===== src/logic/dcc_pkg.sv =====
package dcc_pkg;
    // register indices; byte address is index * 4
    localparam logic [8:0]  REG_CTRL_IDX    = 9'h130;
    localparam logic [8:0]  REG_STATUS_IDX  = 9'h131;
    localparam logic [8:0]  REG_ERRADR_IDX  = 9'h132;
    localparam logic [8:0]  REG_DROPADR_IDX = 9'h133;
    localparam logic [8:0]  REG_ORDER_IDX   = 9'h134;
    localparam int          ADDR_W          = 11;
    localparam logic [10:0] ADDR_CTRL       = {REG_CTRL_IDX, 2'b00};
    localparam logic [10:0] ADDR_STATUS     = {REG_STATUS_IDX, 2'b00};
    localparam logic [10:0] ADDR_ERRADR     = {REG_ERRADR_IDX, 2'b00};
    localparam logic [10:0] ADDR_DROPADR    = {REG_DROPADR_IDX, 2'b00};
    localparam logic [10:0] ADDR_ORDER      = {REG_ORDER_IDX, 2'b00};
    // control bits
    localparam int C_ECC    = 0;
    localparam int C_AUTO   = 1;
    localparam int C_SBE    = 2;
    localparam int C_DBE    = 3;
    localparam int C_IRQ    = 4;
    localparam int C_MSBE   = 5;
    localparam int C_MDBE   = 6;
    localparam int C_CLR    = 7;
    localparam int C_MDROP  = 8;
    localparam int CTRL_W   = 9;
    localparam logic [8:0] CTRL_RESET = 9'h013;
    // status layout
    localparam int S_SBE    = 0;
    localparam int S_DBE    = 1;
    localparam int S_DROP   = 2;
    localparam int ORD_BIT  = 0;
    localparam int STV_LO   = 16;
    localparam int STV_HI   = 23;
    localparam int DATA_W   = 32;
    localparam int CMD_AW   = 32;
    localparam logic [7:0]  TALLY_TOP  = 8'hff;
    localparam logic [7:0]  STV_RESET  = 8'h00;
    localparam logic [31:0] ZERO32     = 32'h0000_0000;
    localparam logic [31:0] INJ1_MASK  = 32'h0000_0001;
    localparam logic [31:0] INJ2_MASK  = 32'h0000_0003;
    typedef enum logic [4:0] {
        DCC_IDLE  = 5'b00001,
        DCC_POOL  = 5'b00010,
        DCC_GRANT = 5'b00100,
        DCC_ISSUE = 5'b01000,
        DCC_RMW   = 5'b10000
    } dcc_state_t;
endpackage : dcc_pkg


===== src/logic/dcc_ctrl.sv =====
`timescale 1ns/1ps
// Function
// - control bit 0 enables ecc checking, resets to one, only if built with ecc.
// - control bit 1 corrects single-bit errors automatically while ecc is active.
// - control bit 2 flips data bit 0 on writes.
// - control bit 3 flips data bits 0 and 1 on writes.
// - control bit 4 gates the interrupt output, resets to one.
// - control bit 5 masks single-bit error interrupts.
// - control bit 6 masks double-bit error interrupts.
// - writing one to bit 7 clears irq, flags, tallies, addresses; self-clears.
// - control bit 8 masks dropped-correction interrupts.
// - status bit 0 sticks on any single-bit error seen while ecc is active, until cleared.
// - status bit 1 sticks on any double-bit error seen while ecc is active, until cleared.
// - status bit 2 sets when a self-scheduled correction is dropped.
// - status 15:8 counts single-bit errors since clear.
// - status 23:16 counts double-bit errors since clear.
// - status 31:24 counts dropped corrections since clear.
// - read-only register holds burst address of latest ecc error.
// - read-only register holds burst address of latest dropped correction.
// - bits 23:16 set how many commands may pass a starved command.
// - pool forwards a write only when timing met and write data ready.
// - arbiter grants only when rank timing met, then issues to phy port.
// - phy port fetches write data and presents command and data together.
// - phy read data goes through read buffer back to the master.
// - read-modify-write for partial writes with ecc and for corrections.
module dcc_ctrl #(
    parameter bit ECC_PRESENT = 1'b1
) (
    input  wire logic                       clk,
    input  wire logic                       rst_n,
    input  wire logic                       clk_en,
    input  wire logic [dcc_pkg::ADDR_W-1:0] reg_addr,
    input  wire logic [31:0]                reg_wdata,
    input  wire logic                       reg_wr,
    input  wire logic                       reg_rd,
    output logic      [31:0]                reg_rdata,
    input  wire logic                       cmd_valid,
    input  wire logic                       cmd_write,
    input  wire logic                       cmd_partial,
    input  wire logic [dcc_pkg::CMD_AW-1:0] cmd_addr,
    input  wire logic [dcc_pkg::DATA_W-1:0] cmd_wdata,
    output logic                            cmd_ready,
    output logic                            rd_valid,
    output logic      [dcc_pkg::DATA_W-1:0] rd_data,
    input  wire logic                       bank_timing_ok,
    input  wire logic                       rank_timing_ok,
    output logic                            phy_cmd_valid,
    output logic                            phy_cmd_write,
    output logic      [dcc_pkg::CMD_AW-1:0] phy_cmd_addr,
    output logic      [dcc_pkg::DATA_W-1:0] phy_wdata,
    input  wire logic                       phy_rd_valid,
    input  wire logic [dcc_pkg::DATA_W-1:0] phy_rd_data,
    input  wire logic                       phy_rd_sbe,
    input  wire logic                       phy_rd_dbe,
    input  wire logic                       fix_dropped,
    output logic                            ecc_active,
    output logic                            return_order_select,
    output logic      [7:0]                 starvation_threshold,
    output logic                            irq
);
    import dcc_pkg::*;

    logic [CTRL_W-1:0] ctrl_reg;
    logic              single_fault_flag_reg, double_fault_flag_reg, dropped_fix_flag_reg;
    logic [7:0]        single_fault_tally_reg, double_fault_tally_reg, dropped_fix_tally_reg;
    logic [31:0]       last_error_location_reg, last_dropped_fix_location_reg;
    logic              order_reg;
    logic [7:0]        stv_reg;
    dcc_state_t        state_reg;
    logic              is_write_reg, is_rmw_reg, fix_pend_reg, wdata_ready_reg;
    logic [31:0]       addr_reg, wbuf_reg;
    logic              wr_ctrl, clear_hit, sbe_ev, dbe_ev, drop_ev;
    logic              irq_next;
    logic [31:0]       inj_mask;

    assign wr_ctrl   = clk_en && reg_wr && reg_addr == ADDR_CTRL;
    assign clear_hit = wr_ctrl && reg_wdata[C_CLR];
    // errors only count while checking is live
    assign sbe_ev    = clk_en && phy_rd_valid && phy_rd_sbe && ecc_active;
    assign dbe_ev    = clk_en && phy_rd_valid && phy_rd_dbe && ecc_active;
    assign drop_ev   = clk_en && fix_dropped;

    // control register; clear bit never stored so it reads back zero
    always_ff @(posedge clk or negedge rst_n) begin
        if (!rst_n) begin
            ctrl_reg <= CTRL_RESET;
        end else if (wr_ctrl) begin
            ctrl_reg         <= reg_wdata[CTRL_W-1:0];
            ctrl_reg[C_CLR]  <= 1'b0;
        end
    end

    // ecc only effective when the build carries it
    always_ff @(posedge clk or negedge rst_n) begin
        if (!rst_n) begin
            ecc_active <= 1'b0;
        end else if (clk_en) begin
            ecc_active <= ECC_PRESENT && ctrl_reg[C_ECC];
        end
    end

    // sticky flags; event beats a simultaneous clear
    always_ff @(posedge clk or negedge rst_n) begin
        if (!rst_n) begin
            single_fault_flag_reg <= 1'b0;
            double_fault_flag_reg <= 1'b0;
            dropped_fix_flag_reg  <= 1'b0;
        end else begin
            if (sbe_ev) single_fault_flag_reg <= 1'b1;
            else if (clear_hit) single_fault_flag_reg <= 1'b0;
            if (dbe_ev) double_fault_flag_reg <= 1'b1;
            else if (clear_hit) double_fault_flag_reg <= 1'b0;
            if (drop_ev) dropped_fix_flag_reg <= 1'b1;
            else if (clear_hit) dropped_fix_flag_reg <= 1'b0;
        end
    end

    // saturating tallies; an event during clear restarts at one
    always_ff @(posedge clk or negedge rst_n) begin
        if (!rst_n) begin
            single_fault_tally_reg <= 8'h00;
            double_fault_tally_reg <= 8'h00;
            dropped_fix_tally_reg  <= 8'h00;
        end else begin
            if (clear_hit) single_fault_tally_reg <= {7'h00, sbe_ev};
            else if (sbe_ev && single_fault_tally_reg != TALLY_TOP)
                single_fault_tally_reg <= single_fault_tally_reg + 8'h01;
            if (clear_hit) double_fault_tally_reg <= {7'h00, dbe_ev};
            else if (dbe_ev && double_fault_tally_reg != TALLY_TOP)
                double_fault_tally_reg <= double_fault_tally_reg + 8'h01;
            if (clear_hit) dropped_fix_tally_reg <= {7'h00, drop_ev};
            else if (drop_ev && dropped_fix_tally_reg != TALLY_TOP)
                dropped_fix_tally_reg <= dropped_fix_tally_reg + 8'h01;
        end
    end

    // captured addresses of the latest error and dropped fix
    always_ff @(posedge clk or negedge rst_n) begin
        if (!rst_n) begin
            last_error_location_reg       <= ZERO32;
            last_dropped_fix_location_reg <= ZERO32;
        end else begin
            if (sbe_ev || dbe_ev) last_error_location_reg <= addr_reg;
            else if (clear_hit) last_error_location_reg <= ZERO32;
            if (drop_ev) last_dropped_fix_location_reg <= addr_reg;
            else if (clear_hit) last_dropped_fix_location_reg <= ZERO32;
        end
    end

    // ordering and starvation register
    always_ff @(posedge clk or negedge rst_n) begin
        if (!rst_n) begin
            order_reg <= 1'b0;
            stv_reg   <= STV_RESET;
        end else if (clk_en && reg_wr && reg_addr == ADDR_ORDER) begin
            order_reg <= reg_wdata[ORD_BIT];
            stv_reg   <= reg_wdata[STV_HI:STV_LO];
        end
    end
    assign return_order_select  = order_reg;
    assign starvation_threshold = stv_reg;

    // register read port, data one cycle after strobe
    always_ff @(posedge clk or negedge rst_n) begin
        if (!rst_n) begin
            reg_rdata <= ZERO32;
        end else if (clk_en) begin
            if (!reg_rd) reg_rdata <= ZERO32;
            else if (reg_addr == ADDR_CTRL) reg_rdata <= {23'h000000, ctrl_reg};
            else if (reg_addr == ADDR_STATUS)
                reg_rdata <= {dropped_fix_tally_reg, double_fault_tally_reg, single_fault_tally_reg,
                              5'h00, dropped_fix_flag_reg, double_fault_flag_reg, single_fault_flag_reg};
            else if (reg_addr == ADDR_ERRADR) reg_rdata <= last_error_location_reg;
            else if (reg_addr == ADDR_DROPADR) reg_rdata <= last_dropped_fix_location_reg;
            else if (reg_addr == ADDR_ORDER) reg_rdata <= {8'h00, stv_reg, 15'h0000, order_reg};
            else reg_rdata <= ZERO32; // unmapped reads zero
        end
    end

    // interrupt: enable gate over unmasked sticky flags
    assign irq_next = ctrl_reg[C_IRQ] && !clear_hit &&
        ((single_fault_flag_reg && !ctrl_reg[C_MSBE]) ||
         (double_fault_flag_reg && !ctrl_reg[C_MDBE]) ||
         (dropped_fix_flag_reg  && !ctrl_reg[C_MDROP]));
    always_ff @(posedge clk or negedge rst_n) begin
        if (!rst_n) irq <= 1'b0;
        else if (clk_en) irq <= irq_next;
    end

    // test corruption applied to the outgoing write word
    assign inj_mask = ctrl_reg[C_DBE] ? INJ2_MASK : (ctrl_reg[C_SBE] ? INJ1_MASK : ZERO32);

    // command flow: one command at a time through pool, arbiter and phy port
    always_ff @(posedge clk or negedge rst_n) begin
        if (!rst_n) begin
            state_reg       <= DCC_IDLE;
            is_write_reg    <= 1'b0;
            is_rmw_reg      <= 1'b0;
            fix_pend_reg    <= 1'b0;
            wdata_ready_reg <= 1'b0;
            addr_reg        <= ZERO32;
            wbuf_reg        <= ZERO32;
            cmd_ready       <= 1'b0;
            phy_cmd_valid   <= 1'b0;
            phy_cmd_write   <= 1'b0;
            phy_cmd_addr    <= ZERO32;
            phy_wdata       <= ZERO32;
            rd_valid        <= 1'b0;
            rd_data         <= ZERO32;
        end else if (clk_en) begin
            phy_cmd_valid <= 1'b0;
            rd_valid      <= 1'b0;
            cmd_ready     <= 1'b0;
            case (state_reg)
                DCC_IDLE: begin
                    cmd_ready <= 1'b1;
                    if (cmd_valid && cmd_ready) begin
                        addr_reg  <= cmd_addr;
                        wbuf_reg  <= cmd_wdata;
                        cmd_ready <= 1'b0;
                        // partial write with ecc becomes a read first
                        is_rmw_reg      <= cmd_write && cmd_partial && ecc_active;
                        is_write_reg    <= cmd_write && !(cmd_partial && ecc_active);
                        wdata_ready_reg <= cmd_write && !(cmd_partial && ecc_active);
                        state_reg       <= DCC_POOL;
                    end
                end
                DCC_POOL: begin
                    if (bank_timing_ok && (!is_write_reg || wdata_ready_reg)) state_reg <= DCC_GRANT;
                end
                DCC_GRANT: begin
                    if (rank_timing_ok) begin
                        phy_cmd_valid <= 1'b1;
                        phy_cmd_write <= is_write_reg;
                        phy_cmd_addr  <= addr_reg;
                        phy_wdata     <= is_write_reg ? (wbuf_reg ^ inj_mask) : ZERO32;
                        state_reg     <= is_write_reg ? DCC_IDLE : DCC_ISSUE;
                        if (is_write_reg) begin
                            is_rmw_reg   <= 1'b0;
                            fix_pend_reg <= 1'b0;
                        end
                    end
                end
                DCC_ISSUE: begin
                    if (phy_rd_valid) begin
                        if (is_rmw_reg || fix_pend_reg) begin
                            wbuf_reg  <= is_rmw_reg ? wbuf_reg : phy_rd_data;
                            state_reg <= DCC_RMW;
                        end else if (phy_rd_sbe && ctrl_reg[C_AUTO] && ecc_active) begin
                            rd_valid     <= 1'b1;
                            rd_data      <= phy_rd_data;
                            fix_pend_reg <= 1'b1;
                            wbuf_reg     <= phy_rd_data;
                            state_reg    <= DCC_RMW;
                        end else begin
                            rd_valid  <= 1'b1;
                            rd_data   <= phy_rd_data;
                            state_reg <= DCC_IDLE;
                        end
                    end
                end
                DCC_RMW: begin
                    // write data ready (no merge with read data): write back through the pool, or back to idle when fix_dropped
                    is_write_reg    <= 1'b1;
                    wdata_ready_reg <= 1'b1;
                    state_reg       <= fix_dropped ? DCC_IDLE : DCC_POOL;
                    if (fix_dropped) fix_pend_reg <= 1'b0;
                end
                default: state_reg <= DCC_IDLE;
            endcase
        end
    end

    // checks
    a_clear_flags: assert property (@(posedge clk) disable iff (!rst_n)
        clear_hit && !sbe_ev |=> !single_fault_flag_reg) else $error("flag not cleared");
    a_sbe_sticky: assert property (@(posedge clk) disable iff (!rst_n)
        sbe_ev |=> single_fault_flag_reg) else $error("sbe flag missed");
    a_dbe_sticky: assert property (@(posedge clk) disable iff (!rst_n)
        dbe_ev |=> double_fault_flag_reg) else $error("dbe flag missed");
    a_drop_sticky: assert property (@(posedge clk) disable iff (!rst_n)
        drop_ev |=> dropped_fix_flag_reg) else $error("drop flag missed");
    a_tally_sat: assert property (@(posedge clk) disable iff (!rst_n)
        single_fault_tally_reg == TALLY_TOP && !clear_hit |=> single_fault_tally_reg == TALLY_TOP)
        else $error("tally wrapped");
    a_irq_gate: assert property (@(posedge clk) disable iff (!rst_n)
        clk_en && !ctrl_reg[C_IRQ] |=> !irq) else $error("irq while disabled");
    a_irq_sbe_mask: assert property (@(posedge clk) disable iff (!rst_n)
        clk_en && ctrl_reg[C_MSBE] && !double_fault_flag_reg && !dropped_fix_flag_reg |=> !irq)
        else $error("masked sbe raised irq");
    a_grant_rank: assert property (@(posedge clk) disable iff (!rst_n)
        $rose(phy_cmd_valid) |-> $past(rank_timing_ok)) else $error("grant without rank timing");
    a_ctrl_clr_self: assert property (@(posedge clk) disable iff (!rst_n)
        wr_ctrl |=> !ctrl_reg[C_CLR]) else $error("clear bit stuck");
    c_write_issue: cover property (@(posedge clk) phy_cmd_valid && phy_cmd_write);
    c_read_return: cover property (@(posedge clk) rd_valid);
    c_rmw_seen: cover property (@(posedge clk) state_reg == DCC_RMW);
    c_irq_seen: cover property (@(posedge clk) irq);
endmodule : dcc_ctrl


===== config.mk =====
export PLATFORM = sky130hd
export DESIGN_NAME = dcc_ctrl
export DESIGN_NICKNAME = d
export VERILOG_FILES = /design/src/logic/dcc_pkg.sv /design/src/logic/dcc_ctrl.sv
export SDC_FILE = /design/constraint.sdc
export NUM_CORES = 1
export LEC_CHECK = 0
export ABC_AREA = 1
export BUFFER_PORTS_ARGS = -buffer_cell sky130_fd_sc_hd__buf_2
export CELL_PAD_IN_SITES_DETAIL_PLACEMENT = 0
export CELL_PAD_IN_SITES_GLOBAL_PLACEMENT = 2
export CORE_AREA = 2 2 242 244
export CTS_CLUSTER_DIAMETER = 120
export DETAILED_ROUTE_END_ITERATION = 12
export DIE_AREA = 0 0 244 246
export PLACE_DENSITY = 0.73
export SLEW_MARGIN = 0
export SYNTH_ARGS = -nofsm -noshare
export SYNTH_HDL_FRONTEND = slang
export SYNTH_SLANG_ARGS = --single-unit

===== constraint.sdc =====
create_clock -name clk -period 2.3 [get_ports clk]
set_input_delay 0.46 -clock clk [delete_from_list [all_inputs] [get_ports clk]]
set_output_delay 0.46 -clock clk [all_outputs]
set_load 0.005 [all_outputs]

==> metrics.yaml, run 1 <==
run_status: "finished, final reports clean"
synth_top_cells_by_area: "dfrtp_1, nand2_1, nand3_1"
firstDrtPassIters: 5
yosys_warnings: 0
critical_path.cell_chain: "nor2_4, nand2_2, nor2_4, nand2_2, nor2_4, clkinv_2, buf_4, o21ai_0"
clock_slew_at_reported_path_ffs_ns: 0.06
cts.htree.levels: 2
share_of_the_synthesized_netlist_area_taken_by_xor_and_xnor_gates_pct: 0.5522
die-area_um2: 60020
cts_tree: "yes"
initial_core_util_pct: 24.88
place.port_buffers: 280
max_slew.worst_pin.slew_ns: 0.8038
setup_total_negative_slack_ns: 0
drt_iter0_drc: 856
fin_crit_ns: 1.943
synthSimpleGateAreaFrac_pct: 27.38
placementRows: 88
grt_first_pass_wirelength_um: 72620
layout_commonest_cell: "nand2_1"
crit_type: "reg2reg"
share_of_synthesized_cell_area_in_full_adder_half_adder_and_majority_cells_pct: 0.2630
cts_num_sinks: 314
worst-endpoint-arrival_ns: 2.35
crit_slowest_cell: "buf_4"
synth-main-ff-cell: "dfrtp_1"
clock_path_buffers: 3
leakage_nw: 9.585
die_y_um: 246
route.antenna.remaining_nets: 0
globalplace.congestion: 0.8264
drv.max_cap_violation_count: 0
syn_area_um2: 14270
cp_launch_point: "state_reg[0]$_DFFE_PN1P_"
synth.lib_cells_used.distinct: 37
finalMaxSlewViolations: 0
synth_compound_gate_area_share_pct: 9.090
die_w_um: 244
cp_data_required_time_ns: 2.71
timing.rr.start: "state_reg[0]$_DFFE_PN1P_"
post_synth_edffs: 0
detail_route.wl_per_cell_um: 16.72
maximum_fanout_count_along_the_critical_path: 77
wl_um: 46640
nNetsFinal: 2150
post_cts_resize_count: 0
tritoncts.num_buffers: 39
netlist.top_cell.by_area: "dfrtp_1"
grt_start_max_net_pins: 78
pin_count: 296
root_buffer: "clkbuf_16"
netlist_instances: 1721
post-route-period-util_pct: 84.48
hold_path_class: "in2reg"
gr-total-overflow: 0
main_combinational_cell_family_by_area_after_synthesis: "simple AND/OR/NAND/NOR gates"
grt_setup_unrepaired: "false"
holdPathStages: 3
first_global_vias: 12421
power_density_nw_per_um2: 1057
timing.critical_path.mode_cell: "nor2_4"
synth_top_cell_area_share_pct: 54.35
synth_fp_nets: 1877
core-area_um2: 57370
grt_antenna_before_repair: 12
timing.reg2reg.worst_path_depth: 8
global_route.usage.total_pct: 15.50
fin_worst_hold_slack_ns: 0.09311
final.setup_skew_ns: 0.03656
post_route_cells_drive_above_1_share_pct: 21.26
syn2layout_area_growth_pct: 26.18
vdd_drop_max_v: 0.0004958
synth.ff_latch_count: 314
synth-seq-area-share_pct: 55.08
setup-violations-final: 0
final_cell_mix: "nand2_1, dfrtp_1, buf_2"
vias: 12516
max-slew-margin-rel_pct: 46.41
hp-start: "reg_wdata[3]"
synthMuxAreaShare_pct: 0
synthesis.area_per_instance_um2: 8.294
final-hold-violation-count: 0
route.detailed.vias_per_inst: 4.486
worstSetupStartpointType: "flip-flop"
crit_path_max_incr_delay_ns: 0.58
endpoint_kind: "flip-flop"
detail_route.drc_violations: 0
fmaxAchievable_mhz: 514.7
postSynth.asyncResetShare_pct: 100.0
place_hpwl_um: 33580
insertion_delay_ns: 0.57
total_power_w: 0.01903
layer usage:
layer  vias up  track usage, %  wire length (µm)
met1      5973           20.69             21300
met3        76           4.815              3332
li1       6154               -                 -
met4        20           3.676               929
met5         -               0               125
met2       293           24.47             20950
final timing paths:
check / endpoint / slack, ns
max reg2reg: phy_cmd_addr[11]$_DFFE_PN0P_ / 0.36
min in group asynchronous: addr_reg[17]$_DFFE_PN0P_ / 0.39
min reg2reg: wbuf_reg[8]$_DFFE_PN0P_ / 0.47
min: ctrl_reg[3]$_DFFE_PN0N_ / 0.09
max: phy_cmd_addr[11]$_DFFE_PN0P_ / 0.36
max in group asynchronous: phy_wdata[7]$_DFFE_PN0P_ / 1.11
worst max-delay path, delay by kind of cell, from the launching register on:
family	cells	cell delay, ns
DFF	1	0.57
AOI/OAI and AO/OA	1	0.18
and+or+nand+nor	5	0.33
buffers and inverters	2	0.62
cell type report:
| type | count | area [µm²] |
|---|---|---|
| Antenna cell | 2 | 5.005 |
| Clock buffer | 58 | 1159 |
| Clock inverter | 12 | 130.1 |
| Fill cell | 6119 | 39350 |
| Inverter | 156 | 586.8 |
| Multi-Input combinational cell | 1152 | 5351 |
| Sequential cell | 314 | 7863 |
| Tap cell | 765 | 957.2 |
| Timing Repair Buffer | 331 | 1959 |
power by group:
part	switching [W]	internal (W)	leakage, nW
combinational	0.00281	0.00173	4.98
sequential	0.00102	0.00733	3.97
clock	0.00252	0.00362	0.629
total	0.00635	0.0127	9.59
synthesized netlist by cell type, types with 9 or more instances:
cell / count
buf_2: 48
nor2_1: 40
dfrtp_1: 310
o21ai_1: 38
clkbuf_1: 34
nand3_1: 270
nand4_1: 27
o21ai_0: 205
nand3b_1: 9
nand2_1: 505
inv_1: 150
per-stage QoR:
stage	std cells	instance area [µm²]	utilization, %	setup WS, ns
2_1_floorplan	1721	14270	-	0.6459
3_3_place_gp	2717	16710	29.12	0.1212
3_5_place_dp	2717	16710	29.12	0.1267
4_1_cts	2788	18010	31.39	0.3416
5_1_grt	2789	18010	31.39	0.1741
6_report	2790	18010	31.40	0.3570
cell families after synthesis:
kind of cell / count (synthesis)
and+or+nand+nor: 885
AOI/OAI and AO/OA: 255
DFF: 314
buffers and inverters: 255
adders and majority gates: 3
xor gates and xnor gates: 9
what timing repair did:
| action | in CTS | in global routing |
|---|---|---|
| hold buffers | 1 | 0 |
| setup buffers | 0 | 0 |
| endpoints found under the hold margin | 31 | 0 |
Note: power is estimated with default switching activity, not from simulation.
==> run 2: changes to the inputs <==
==> constraint.sdc (replaced) <==
create_clock -name clk -period 1.95 [get_ports clk]
set_input_delay 0.39 -clock clk [delete_from_list [all_inputs] [get_ports clk]]
set_output_delay 0.39 -clock clk [all_outputs]
set_load 0.005 [all_outputs]
==> run 2 against run 1 <==
Clock-buffer cell count is 3 lower; largest power group unchanged; setup slack got worse by 0.18 ns; die area unchanged.
==> metrics.yaml, run 2 (synthesized netlist as in run 1, its figures left out) <==
nNetsFinal: 2164
timing.reg2reg.worst_path_depth: 7
post-route-period-util_pct: 90.77
placed_cells_incl_taps: 2731
endpoint_kind: "flip-flop"
run_status: "finished, final reports clean"
gr-total-overflow: 0
cp_launch_point: "state_reg[0]$_DFFE_PN1P_"
root_buffer: "clkbuf_16"
layout_commonest_cell: "nand2_1"
clock_slew_at_reported_path_ffs_ns: 0.06
flop_to_flop_setup_slack_ns: 0.18
critical_path.cell_chain: "nand2_1, nor2_1, nand2_1, nor3_4, buf_12, nand2_1, o21ai_1"
crit_path_max_incr_delay_ns: 0.57
endpoint: "addr_reg[28]$_DFFE_PN0P_"
finish.cell_count_without_fillers: 2807
clock_path_buffers: 3
post_cts_resize_count: 0
final.setup_skew_ns: 0.02486
timing.rr.start: "state_reg[0]$_DFFE_PN1P_"
cts.htree.levels: 2
vdd_drop_max_v: 0.0004861
tritoncts.num_buffers: 39
fin_worst_hold_slack_ns: 0.03799
final_cell_mix: "nand2_1, dfrtp_1, buf_2"
core-area_um2: 57370
drt_iter0_drc: 855
detail_route.drc_violations: 0
wl_um: 46180
worstSetupStartpointType: "flip-flop"
setup-violations-final: 0
maximum_fanout_count_along_the_critical_path: 65
syn2layout_area_growth_pct: 27.74
place.port_buffers: 280
finalMaxSlewViolations: 0
max_slew.worst_pin.slew_ns: 0.5905
die_y_um: 246
dpl-instance-area_um2: 16900
insertion_delay_ns: 0.56
firstDrtPassIters: 5
grt_antenna_before_repair: 12
route.antenna.remaining_nets: 0
cp_data_required_time_ns: 2.42
global_route.usage.total_pct: 15.29
fin_area_um2: 18230
die_w_um: 244
pin_count: 296
fin_crit_ns: 1.770
leakage_nw: 9.717
initial_core_util_pct: 24.88
crit_type: "reg2reg"
cts_num_sinks: 314
hold_path_class: "in2reg"
post_route_cells_drive_above_1_share_pct: 22.07
detail_route.wl_per_cell_um: 16.45
grt_start_max_net_pins: 89
timing.critical_path.mode_cell: "nand2_1"
grt_setup_unrepaired: "false"
max-slew-margin-rel_pct: 60.63
power_density_nw_per_um2: 1244
worst-endpoint-arrival_ns: 2.24
grt_first_pass_wirelength_um: 71870
worst_r2r_endpoint: "addr_reg[28]$_DFFE_PN0P_"
vias: 12464
fmaxAchievable_mhz: 565.0
route.detailed.vias_per_inst: 4.440
first_global_vias: 12274
place_hpwl_um: 33510
globalplace.congestion: 0.8174
placementRows: 88
crit_slowest_cell: "dfstp_2"
final-hold-violation-count: 0
setup_total_negative_slack_ns: 0
die-area_um2: 60020
drv.max_cap_violation_count: 0
cts_tree: "yes"
## run 2: cell types whose count changed in the layout (fill, tap and decap cells not counted), sizes merged
cell	previous run	this run
diode	2	3
bufinv	1	2
clkbuf	58	55
inv	154	155
clkinv	11	14
buf	330	344
## run 2: report_power, final
part | total, W | leakage [nW] | switching, W | internal (W)
clock network | 0.00739 | 0.654 | 0.00296 | 0.00442
registers | 0.00983 | 3.97 | 0.00119 | 0.00864
logic | 0.00547 | 5.09 | 0.00334 | 0.00212
## run 2: cell type report
cell class                      count  area (µm²)
Fill cell                        6165       39130
Inverter                          156       586.8
Clock buffer                       55        1157
Tap cell                          765       957.2
Clock inverter                     17       158.9
Sequential cell                   314        7863
Multi-Input combinational cell   1152        5351
Timing Repair Buffer              345        2152
Antenna cell                        3       7.507
## run 2: per-layer routing
metal / wire length, µm / global-route usage, %
met3: 3730 / 5.370
met2: 21050 / 24.21
met1: 20460 / 20.02
met4: 827 / 3.515
met5: 121 / 0
## run 2: how the worst min path moves through the flow
stage | depth (start not counted) | endpoint | slack, ns | startpoint
finish | 3 | addr_reg[19]$_DFFE_PN0P_ | 0.04 | cmd_addr[19]
global route | 3 | addr_reg[20]$_DFFE_PN0P_ | 0.02 | cmd_addr[20]
CTS | 3 | addr_reg[19]$_DFFE_PN0P_ | 0.009 | cmd_addr[19]
detailed placement | 1 | phy_cmd_addr[18]$_DFFE_PN0P_ | 0.22 | rst_n
global placement | 1 | phy_cmd_addr[18]$_DFFE_PN0P_ | 0.22 | rst_n
floorplan | 0 | addr_reg[0]$_DFFE_PN0P_ | 0.09 | rst_n
## run 2: metrics by stage
stage / power (W) / worst slack [ns] / util [%]
6_report: 0.02269 / 0.1801 / 31.79
5_1_grt: 0.02434 / 0.01567 / 31.78
4_1_cts: 0.02311 / 0.1559 / 31.77
3_5_place_dp: 0.01555 / 0.004618 / 29.46
3_3_place_gp: 0.01542 / -0.01759 / 29.46
2_1_floorplan: 0.01292 / 0.2959 / -
## run 2: worst max-delay path: cells and delay by family, from the launching register on
family          cells  cell delay (ns)
compound gates      1             0.09
buf+inv             1             0.25
simple gates        5             0.72
flops               1             0.57
## run 2: timing repair
item                                   CTS  global route
hold buffers                             1             0
endpoints found under the hold margin  125             0
buffers inserted                         0             0
